**config.mk**
```make
export PLATFORM = sky130hd
export DESIGN_NAME = motion_sample_rate_config
export DESIGN_NICKNAME = d
export VERILOG_FILES = /design/src/design/msrc_pkg.sv /design/src/design/motion_sample_rate_config.sv
export VERILOG_INCLUDE_DIRS = /design/src /design/src/design
export SDC_FILE = /design/constraint.sdc
export NUM_CORES = 1
export LEC_CHECK = 0
export BUFFER_PORTS_ARGS = -buffer_cell sky130_fd_sc_hd__buf_2
export CORE_UTILIZATION = 49
export DETAILED_ROUTE_END_ITERATION = 10
export GPL_ROUTABILITY_DRIVEN = 0
export GPL_TIMING_DRIVEN = 0
export PLACE_DENSITY = 0.77
export SYNTH_ARGS = -nofsm -noshare
export SYNTH_HDL_FRONTEND = slang
export SYNTH_SLANG_ARGS = --single-unit
```
**constraint.sdc**
```tcl
create_clock -name i_clk_sys -period 6.9 [get_ports i_clk_sys]
set_input_delay 0.69 -clock i_clk_sys [delete_from_list [all_inputs] [get_ports i_clk_sys]]
set_output_delay 0.69 -clock i_clk_sys [all_outputs]
set_load 0.03 [all_outputs]
```
**src/design/msrc_params.svh**
```systemverilog
/*
 * constants of the sample-rate and front-end configuration block:
 * register offsets, field positions, reset values and rates.
 * assumes it is included by bare name, once or more.
 */
`ifndef MSRC_PARAMS_SVH
`define MSRC_PARAMS_SVH

// --------------------------------------------------------------
// clock and rates
// --------------------------------------------------------------
`define MSRC_CLK_HZ         20000000
`define MSRC_GYRO_FAST_HZ   8000
`define MSRC_GYRO_SLOW_HZ   1000
`define MSRC_ACCEL_HZ       1000
`define MSRC_CNT_W          15

// --------------------------------------------------------------
// register offsets
// --------------------------------------------------------------
`define MSRC_ADR_DIVIDER    8'h19
`define MSRC_ADR_FILTER     8'h1A
`define MSRC_ADR_GYRO       8'h1B
`define MSRC_ADR_ACCEL      8'h1C
`define MSRC_ADR_STATUS     8'h1D

// --------------------------------------------------------------
// fields, masks and reset values
// --------------------------------------------------------------
`define MSRC_REG_RESET      8'h00
`define MSRC_FILTER_MASK    8'h3F
`define MSRC_RANGE_MASK     8'hF8
`define MSRC_SLOT_HI        5
`define MSRC_SLOT_LO        3
`define MSRC_LPF_HI         2
`define MSRC_LPF_LO         0
`define MSRC_ST_HI          7
`define MSRC_ST_LO          5
`define MSRC_RNG_HI         4
`define MSRC_RNG_LO         3
`define MSRC_STAT_FAST      0
`define MSRC_STAT_SYNC      1
`define MSRC_LPF_OFF_A      3'h0
`define MSRC_LPF_OFF_B      3'h7
`define MSRC_SLOT_OFF       3'h0
`define MSRC_SLOT_TEMP      3'h1
`define MSRC_SLOT_GYRO      3'h2
`define MSRC_SLOT_ACCEL     3'h5
`define MSRC_RD_NONE        8'h00

`endif

```
**src/design/msrc_pkg.sv**
```systemverilog
/*
 * types of the sample-rate and front-end configuration block.
 * assumes msrc_params.svh is on the include path.
 */
package msrc_pkg;
	`include "msrc_params.svh"

	// one set of sensor words, axes x, y, z at index 0, 1, 2
	typedef struct packed {
		logic [15:0]       temp;
		logic [2:0][15:0]  gyro;
		logic [2:0][15:0]  accel;
	} sample_s;

	// classic wishbone request, 8-bit data
	typedef struct packed {
		logic        cyc;
		logic        stb;
		logic        we;
		logic        sel;
		logic [7:0]  adr;
		logic [7:0]  dat;
	} wb_req_s;

	// whole state of the block
	typedef struct packed {
		logic                   fs_s1;
		logic                   fs_s2;
		logic                   fs_latch;
		logic                   fs_sampled;
		logic [`MSRC_CNT_W-1:0] gyro_cnt;
		logic [`MSRC_CNT_W-1:0] accel_cnt;
		logic                   gyro_tick;
		logic                   sample_tick;
		logic [7:0]             div_cnt;
		logic [7:0]             divider;
		logic [7:0]             filter_cfg;
		logic [7:0]             gyro_cfg;
		logic [7:0]             accel_cfg;
		logic [2:0][15:0]       accel_hold;
		sample_s                sample;
		logic                   ack;
		logic [7:0]             rdata;
	} state_s;
endpackage : msrc_pkg

```
**src/design/motion_sample_rate_config.sv**
```systemverilog
/*
 * sample-rate generator, frame-sync capture, low-pass setting and
 * self-test / range control of a motion sensor readout, with an
 * 8-bit classic wishbone register slave.
 * assumes the front end delivers sensor words on i_clk_sys, and that
 * the frame-sync pin is asynchronous to it.
 */
// Decided for this implementation: register access over Wishbone.
`timescale 1ns/10ps
`include "msrc_params.svh"
module motion_sample_rate_config #(
	parameter int unsigned GYRO_FAST_CYCLES =
		`MSRC_CLK_HZ / `MSRC_GYRO_FAST_HZ,
	parameter int unsigned GYRO_SLOW_CYCLES =
		`MSRC_CLK_HZ / `MSRC_GYRO_SLOW_HZ,
	parameter int unsigned ACCEL_CYCLES     =
		`MSRC_CLK_HZ / `MSRC_ACCEL_HZ
) (
	// clock and reset
	input  wire logic             i_clk_sys,
	input  wire logic             i_sys_rst,
	// register bus
	input  wire msrc_pkg::wb_req_s i_wb,
	output logic                  o_wb_ack,
	output logic [7:0]            o_wb_dat,
	// sensing front end
	input  wire logic             i_frame_sync,
	input  wire msrc_pkg::sample_s i_front,
	output logic [2:0]            o_gyro_selftest,
	output logic [2:0]            o_accel_selftest,
	output logic [1:0]            o_gyro_range,
	output logic [1:0]            o_accel_range,
	output logic [2:0]            o_lowpass_setting,
	// paced data to registers, fifo and motion processor
	output logic                  o_sample_tick,
	output msrc_pkg::sample_s     o_sample
);
	import msrc_pkg::*;

	// --------------------------------------------------------------
	// helpers
	// --------------------------------------------------------------
	function automatic logic gyro_fast(input logic [2:0] lpf);
		gyro_fast = (lpf == `MSRC_LPF_OFF_A) || (lpf == `MSRC_LPF_OFF_B);
	endfunction : gyro_fast

	function automatic logic [`MSRC_CNT_W-1:0] gyro_last(
		input logic [2:0] lpf);
		if (gyro_fast(lpf)) begin
			gyro_last = `MSRC_CNT_W'(GYRO_FAST_CYCLES - 1);
		end else begin
			gyro_last = `MSRC_CNT_W'(GYRO_SLOW_CYCLES - 1);
		end
	endfunction : gyro_last

	// put the sync bit into bit 0 of the low byte named by the slot
	function automatic sample_s insert_sync(input sample_s s,
		input logic [2:0] slot, input logic b);
		sample_s r;
		r = s;
		if (slot == `MSRC_SLOT_TEMP) begin
			r.temp[0] = b;
		end else if (slot >= `MSRC_SLOT_GYRO && slot < `MSRC_SLOT_ACCEL) begin
			r.gyro[2'(slot - `MSRC_SLOT_GYRO)][0] = b;
		end else if (slot >= `MSRC_SLOT_ACCEL) begin
			r.accel[2'(slot - `MSRC_SLOT_ACCEL)][0] = b;
		end
		insert_sync = r;
	endfunction : insert_sync

	// the bit that the slot names, for checking
	function automatic logic slot_bit(input sample_s s,
		input logic [2:0] slot);
		if (slot == `MSRC_SLOT_TEMP) begin
			slot_bit = s.temp[0];
		end else if (slot >= `MSRC_SLOT_GYRO && slot < `MSRC_SLOT_ACCEL) begin
			slot_bit = s.gyro[2'(slot - `MSRC_SLOT_GYRO)][0];
		end else begin
			slot_bit = s.accel[2'(slot - `MSRC_SLOT_ACCEL)][0];
		end
	endfunction : slot_bit

	// --------------------------------------------------------------
	// state
	// --------------------------------------------------------------
	state_s st;
	state_s next_st;
	logic [2:0] lpf;
	logic [2:0] slot;
	logic       wr_now;

	assign lpf    = st.filter_cfg[`MSRC_LPF_HI:`MSRC_LPF_LO];
	assign slot   = st.filter_cfg[`MSRC_SLOT_HI:`MSRC_SLOT_LO];
	assign wr_now = i_wb.cyc && i_wb.stb && i_wb.we && i_wb.sel && st.ack;

	always_comb begin
		logic fs_seen;
		sample_s raw;
		next_st = st;
		fs_seen = 1'b0;
		raw     = st.sample;
		// frame-sync pin synchroniser
		next_st.fs_s1 = i_frame_sync;
		next_st.fs_s2 = st.fs_s1;

		// gyro output rate, set by the lowpass setting
		if (st.gyro_cnt >= gyro_last(lpf)) begin
			next_st.gyro_cnt  = '0;
			next_st.gyro_tick = 1'b1;
		end else begin
			next_st.gyro_cnt  = st.gyro_cnt + 1'b1;
			next_st.gyro_tick = 1'b0;
		end

		// accel words are taken at their own fixed rate
		if (st.accel_cnt >= `MSRC_CNT_W'(ACCEL_CYCLES - 1)) begin
			next_st.accel_cnt  = '0;
			next_st.accel_hold = i_front.accel;
		end else begin
			next_st.accel_cnt = st.accel_cnt + 1'b1;
		end

		// any high level since the last reload stays caught
		fs_seen          = st.fs_latch | st.fs_s2;
		next_st.fs_latch = fs_seen;

		// sample rate: one tick every divider+1 gyro ticks
		next_st.sample_tick = 1'b0;
		if (st.gyro_tick) begin
			if (st.div_cnt >= st.divider) begin
				next_st.div_cnt     = '0;
				next_st.sample_tick = 1'b1;
				next_st.fs_sampled  = fs_seen;
				next_st.fs_latch    = st.fs_s2;
				raw.temp  = i_front.temp;
				raw.gyro  = i_front.gyro;
				raw.accel = next_st.accel_hold;
				// slot 0 leaves every lsb as measured
				next_st.sample = insert_sync(raw, slot, fs_seen);
			end else begin
				next_st.div_cnt = st.div_cnt + 1'b1;
			end
		end

		// wishbone slave: ack one cycle after the request, then drop
		next_st.ack = i_wb.cyc && i_wb.stb && !st.ack;
		if (i_wb.cyc && i_wb.stb && !st.ack) begin
			unique case (i_wb.adr)
				`MSRC_ADR_DIVIDER: next_st.rdata = st.divider;
				`MSRC_ADR_FILTER:  next_st.rdata = st.filter_cfg;
				`MSRC_ADR_GYRO:    next_st.rdata = st.gyro_cfg;
				`MSRC_ADR_ACCEL:   next_st.rdata = st.accel_cfg;
				`MSRC_ADR_STATUS: begin
					next_st.rdata = `MSRC_RD_NONE;
					next_st.rdata[`MSRC_STAT_FAST] = gyro_fast(lpf);
					next_st.rdata[`MSRC_STAT_SYNC] = st.fs_sampled;
				end
				default:           next_st.rdata = `MSRC_RD_NONE;
			endcase
		end
		// writes land on the edge at which the master sees ack
		if (wr_now) begin
			unique case (i_wb.adr)
				`MSRC_ADR_DIVIDER: next_st.divider = i_wb.dat;
				`MSRC_ADR_FILTER:
					next_st.filter_cfg = i_wb.dat & `MSRC_FILTER_MASK;
				`MSRC_ADR_GYRO:
					next_st.gyro_cfg = i_wb.dat & `MSRC_RANGE_MASK;
				`MSRC_ADR_ACCEL:
					next_st.accel_cfg = i_wb.dat & `MSRC_RANGE_MASK;
				default: ;
			endcase
		end
	end

	always_ff @(posedge i_clk_sys or posedge i_sys_rst) begin
		if (i_sys_rst) begin
			st <= '0;
		end else begin
			st <= next_st;
		end
	end

	// --------------------------------------------------------------
	// outputs
	// --------------------------------------------------------------
	assign o_wb_ack          = st.ack;
	assign o_wb_dat          = st.rdata;
	assign o_gyro_selftest   = st.gyro_cfg[`MSRC_ST_HI:`MSRC_ST_LO];
	assign o_accel_selftest  = st.accel_cfg[`MSRC_ST_HI:`MSRC_ST_LO];
	assign o_gyro_range      = st.gyro_cfg[`MSRC_RNG_HI:`MSRC_RNG_LO];
	assign o_accel_range     = st.accel_cfg[`MSRC_RNG_HI:`MSRC_RNG_LO];
	assign o_lowpass_setting = lpf;
	assign o_sample_tick     = st.sample_tick;
	assign o_sample          = st.sample;

	// --------------------------------------------------------------
	// checks
	// --------------------------------------------------------------
	logic [`MSRC_CNT_W-1:0] h_gap;
	logic                   h_garmed;
	logic                   h_lpfchg;
	logic [8:0]             h_gticks;
	logic                   h_sarmed;
	logic                   h_divchg;

	always_ff @(posedge i_clk_sys or posedge i_sys_rst) begin
		if (i_sys_rst) begin
			h_gap    <= '0;
			h_garmed <= 1'b0;
			h_lpfchg <= 1'b0;
			h_gticks <= '0;
			h_sarmed <= 1'b0;
			h_divchg <= 1'b0;
		end else begin
			if (st.gyro_tick) begin
				h_gap    <= '0;
				h_garmed <= 1'b1;
				h_lpfchg <= 1'b0;
			end else begin
				h_gap    <= h_gap + 1'b1;
				h_lpfchg <= h_lpfchg || (next_st.filter_cfg != st.filter_cfg);
			end
			if (st.sample_tick) begin
				h_gticks <= '0;
				h_sarmed <= 1'b1;
				h_divchg <= 1'b0;
			end else begin
				h_gticks <= h_gticks + 9'(st.gyro_tick);
				h_divchg <= h_divchg || (next_st.divider != st.divider);
			end
		end
	end
endmodule : motion_sample_rate_config

```
* After elaboration in Yosys (flattened, before gate mapping)
Index checks and enable logic that the tools add are counted.
** Storage, ports and cells
- Bits in registers :: 237
** Cells by class
- Bitwise logic cells :: 1
- Eq/ne operators :: 7
- Muxes and demuxes :: 22
- Order comparisons :: 10
- Add/subtract/negate cells :: 5
- Reduce and logical (&&, ||, !) cells :: 16
** Operators with widths (count)
- 48-bit two-way mux :: 4
- 48-bit bitwise mux :: 2
- 96-bit two-way mux :: 1
- 16-bit demux with 2-bit select :: 2
- 15-bit two-way mux :: 3
- 8-bit by 5-bit equality test with 1-bit output (second input constant) :: 5
- 8-bit one-hot mux with 5 select lines :: 1
- 15-bit by 1-bit adder with 15-bit output (second input constant) :: 2
- 15-bit greater-or-equal comparator :: 1
- 15-bit greater-or-equal comparator (second input constant) :: 1
- 2-bit AND reduction :: 5
- 9-bit two-way mux :: 1
- 8-bit by 1-bit adder with 8-bit output (second input constant) :: 1
- 8-bit greater-or-equal comparator :: 1
- 1-bit logical AND :: 8
- 8-bit two-way mux :: 1
- 2-bit by 3-bit less-than comparator with 1-bit output (second input constant) :: 2
- 1-bit two-way mux :: 5
- 2-bit by 1-bit greater-or-equal comparator with 1-bit output (second input constant) :: 2
- 2-bit two-way mux :: 2
- 3-bit by 1-bit equality test with 1-bit output (second input constant) :: 1
- 3-bit equality test (second input constant) :: 1
- 3-bit by 2-bit greater-or-equal comparator with 1-bit output (second input constant) :: 1
- 3-bit greater-or-equal comparator (second input constant) :: 1
- other kinds (7) :: 7

* Logic depth before layout (Yosys ltp)
- Word-level depth :: 9
- Gate-level depth with buffers :: 10
- Gate-level depth less buffers :: 9

* Least setup slack after synthesis
No wires, ideal clock.
- Path type :: register -> register
- Start point :: register st, in the netlist o_lowpass_setting[2]
- End point :: register st[227] in the netlist's numbering
- Clock period less this slack :: 2567 ps
- Stages on the path, launching flop included :: 11
- Data arrival time :: 2495 ps
- Path slack :: 4333 ps
- Cells stage by stage :: dfrtp_1 and3_1 nor2_1 inv_1 ha_1 a21o_1 a211o_1 a221oi_1 buf_2 nand2_1 nor2_1
** RTL lines
- start, declared :: RTL line motion_sample_rate_config.sv:86 : state_s st;
- start signal, assigned :: RTL line motion_sample_rate_config.sv:180 : st <= next_st;

==> results_dict.tcl <==
set metrics [dict create \
    critical_path_peak_fanout 10 \
    clkTransAtPathRegs_ns 0.06 \
    die_width_um 156.6 \
    global_route_wire_length_before_repair_mm 42.97 \
    timing_max_transition_violations_final 0 \
    placed_area_sq_um 13570 \
    timing.final.hold_violations 0 \
    clk-insertion-delay-late_ns 0.53 \
    grt_antenna_before_repair 2 \
    crit_type "flip-flop to flip-flop" \
    synth-main-ff-cell "sky130_fd_sc_hd__dfrtp_1" \
    period_minus_slack_ns 3.276 \
    finalCritPeriodShare 0.4747 \
    grt_pass1_vias 8704 \
    timing.fmax_mhz 305.3 \
    detail_route.wirelength_mm 26.75 \
    worstSetupPathDepth 10 \
    critical_path.startpoint_type "flip-flop" \
    cts_tree "built" \
    detailedRoute.firstIterationViolations 446 \
    worst_r2r_startpoint "o_lowpass_setting[0]$_DFFE_PP0P_" \
    buffer_and_inverter_count_on_the_worst_path 2 \
    root_buffer "sky130_fd_sc_hd__clkbuf_16" \
    synth_largest_type_area_fraction 0.5067 \
    gr-total-overflow 0 \
    area_growth_syn_to_layout_pct 23.83 \
    antenna_violating_nets_post_route 0 \
    cpMaxStageDelayCell "sky130_fd_sc_hd__a221oi_1" \
    via_count 8933 \
    core_area_sq_um 23470 \
    synth_top_cells_by_area "sky130_fd_sc_hd__dfrtp_1 51%, sky130_fd_sc_hd__buf_4 8.8%, sky130_fd_sc_hd__mux2_1 7.4%, sky130_fd_sc_hd__mux2_2 5.1%, sky130_fd_sc_hd__nand2_1 3.3%" \
    r2r_slack_ns 3.62 \
    leakagePower_uw 0.007375 \
    critical_path_required_ns 7.36 \
    worstMarginPinSlew_ns 0.7991 \
    clockBufferDepth 3 \
    post_synth.cell_area_avg_sq_um 11.05 \
    grt.total_usage 0.2175 \
    final_critical_path_setup_slack_ns 3.624 \
    worstPathArrival_ns 3.73 \
    htree_num_levels 1 \
    worst_path_most_repeated_cell "sky130_fd_sc_hd__nor2_1" \
    io_pins 270 \
    fin_hold_ws_ns 0.2136 \
    worst_path_dominant_cell_family "compound AO/OA/AOI/OAI gates" \
    slew_headroom 0.4672 \
    yosysTopAreaCell "sky130_fd_sc_hd__dfrtp_1" \
    synth-seq-area-share 0.5067 \
    initial_core_util 0.4987 \
    detailedPlacementHpwl_mm 19.62 \
    floorplan.die.height_um 156.6 \
    portBuffers 268 \
    timing.critical_path.to_type "flip-flop" \
    ir_drop_mv 0.2213 \
    max_stage_delay_ns 0.72 \
    postCtsSetupRepairBufs 0 \
    number_of_register_bits_inferred_by_synthesis 237 \
    netlist_instances 1059 \
    via_to_cell_ratio 5.252 \
    final-setup-viol-count 0 \
    numClockSinks 237 \
    floorplan.die_area_sq_um 24510 \
    placement.setup.worst_slack_ns 3.637 \
    maxCapViolCount 0 \
    rr_endpoint "st[236]$_DFF_PP0_" \
    detail_route.first_pass.iterations 5 \
    skew_ns 0.008876 \
    num_cts_buffers 26 \
    totalNegativeSetupSlack_ns 0 \
    synthesis.nets 1211 \
    outcome "completed" \
    power-per-cell-area_nw_per_um2 211.3 \
    area_of_all_placed_cells_without_fillers_sq_um 14490 \
    final_net_count 1513 \
    final_core_util 0.6175 \
    post_route_cells_drive_above_1_share 0.3899 \
    largest_net_degree_at_the_start_of_global_routing 43 \
    routed_wire_per_std_cell_um 15.72 \
    synth-async-reset-ratio 1.000 \
    post_synth_instance_area_sq_um 11700 \
    drt_drc_violations_left 0 \
    r2r_cells 10 \
    post_cts_hold_buffer_count 0 \
    hold_path.class "primary input to async pin" \
    synth_cell_types 55 \
    synth-warning-count 0 \
    number_of_synthesized_flops_with_an_enable_pin 0 \
    rsz0062_at_grt "no" \
    cts_resized 0 \
    cp_cell_sequence "and3_1 > nor2_1 > inv_1 > ha_1 > a21o_1 > a211o_1 > a221oi_1 > buf_2 > nand2_1 > nor2_1" \
    floorplan.rows 56 \
]
-- cell usage in the layout (no fill, tap or decap), drive strengths merged, types with 29 or more instances in the layout --
cell | synthesis | final
a22oi | 50 | 50
nor2 | 49 | 49
nand2 | 102 | 102
dfrtp | 237 | 237
nand3 | 57 | 57
mux2 | 130 | 130
o211ai | 46 | 46
o21ai | 29 | 29
clkbuf | 27 | 66
buf | 164 | 438
-- area by class of cell --
type / instances / area, sq um
clock inverter: 8 / 118.9
timing repair buffer: 274 / 1461
inverter: 17 / 67.56
clock buffer: 39 / 800.8
antenna: 2 / 5.005
fill: 1891 / 8979
buffer: 191 / 1259
tap: 319 / 399.1
sequential: 237 / 5931
multi-input combinational: 614 / 4452
-- synth_stat cells, types with 3 or more instances --
cell,instances
sky130_fd_sc_hd__dfrtp_1,237
sky130_fd_sc_hd__buf_4,137
sky130_fd_sc_hd__nand2_1,102
sky130_fd_sc_hd__mux2_1,77
sky130_fd_sc_hd__nand3_1,57
sky130_fd_sc_hd__mux2_2,53
sky130_fd_sc_hd__a22oi_1,50
sky130_fd_sc_hd__nor2_1,49
sky130_fd_sc_hd__o211ai_1,45
sky130_fd_sc_hd__clkbuf_1,27
sky130_fd_sc_hd__buf_2,22
sky130_fd_sc_hd__o21ai_0,22
sky130_fd_sc_hd__ha_1,17
sky130_fd_sc_hd__inv_1,16
sky130_fd_sc_hd__xnor2_1,15
sky130_fd_sc_hd__xor2_1,13
sky130_fd_sc_hd__mux2i_1,12
sky130_fd_sc_hd__and3_1,11
sky130_fd_sc_hd__nand4_1,11
sky130_fd_sc_hd__nor3b_1,10
sky130_fd_sc_hd__a21oi_1,7
sky130_fd_sc_hd__o21ai_1,7
sky130_fd_sc_hd__o2111ai_1,6
sky130_fd_sc_hd__buf_1,5
sky130_fd_sc_hd__nand2b_1,5
sky130_fd_sc_hd__nor3_1,5
sky130_fd_sc_hd__nor4_1,3
-- metrics by stage --
step / total power, uW / cells
after floorplan: 1549 / 1059
after global placement: 1621 / 1646
after detailed placement: 1632 / 1652
after CTS: 3098 / 1699
after global routing: 3172 / 1701
final: 3062 / 1701
-- registers in the layout, summed over array words and instances, names as in the netlist --
| register | cells |
|---|---|
| o_sample | 112 |
| st | 98 |
| o_wb_dat | 8 |
| o_accel_selftest | 3 |
| o_gyro_selftest | 3 |
| o_lowpass_setting | 3 |
| slot | 3 |
| o_accel_range | 2 |
| o_gyro_range | 2 |
| next_st | 1 |
| o_sample_tick | 1 |
| o_wb_ack | 1 |
-- worst max-delay path by stage --
stage	start	end	slack, ns
after floorplan	i_sys_rst	next_st[243]$_DFF_PP0_	3.10
after global routing	o_lowpass_setting[0]$_DFFE_PP0P_	st[235]$_DFF_PP0_	3.43
final	o_lowpass_setting[0]$_DFFE_PP0P_	st[236]$_DFF_PP0_	3.62
after detailed placement	o_lowpass_setting[0]$_DFFE_PP0P_	st[236]$_DFF_PP0_	3.64
after CTS	o_lowpass_setting[0]$_DFFE_PP0P_	st[236]$_DFF_PP0_	3.61
after global placement	i_sys_rst	st[229]$_DFF_PP0_	1.64
-- power by group --
| group | total [uW] | switching (uW) | leakage [uW] | internal (uW) |
|---|---|---|---|---|
| Sequential | 1420 | 9.61 | 0.00285 | 1410 |
| Clock | 1460 | 548 | 0.000457 | 910 |
| Combinational | 185 | 105 | 0.00407 | 80.1 |
| Total | 3060 | 663 | 0.00738 | 2400 |
-- cells by family (layout without fill, tap and decap cells) --
logic type               after synthesis  count (layout)  synth area share
buffers and inverters                208             529            0.1130
AND/OR/NAND/NOR                      268             268            0.1076
adder cells (fa/ha/maj)               17              17           0.01817
multiplexers                         142             142            0.1353
XOR/XNOR                              28              28           0.02095
AO/OA/AOI/OAI                        159             159           0.09824
flip-flops                           237             237            0.5067
other                                  0               2                 0
-- per-layer routing --
layer / routed length, um / vias up / GRT usage
li1: - / 4225 / -
met1: 11400 / 4368 / 0.2779
met2: 12940 / 300 / 0.3688
met3: 1858 / 40 / 0.04514
met4: 547 / 0 / 0.07003
met5: 0 / - / 0
Power figures use the tool's default switching activity.
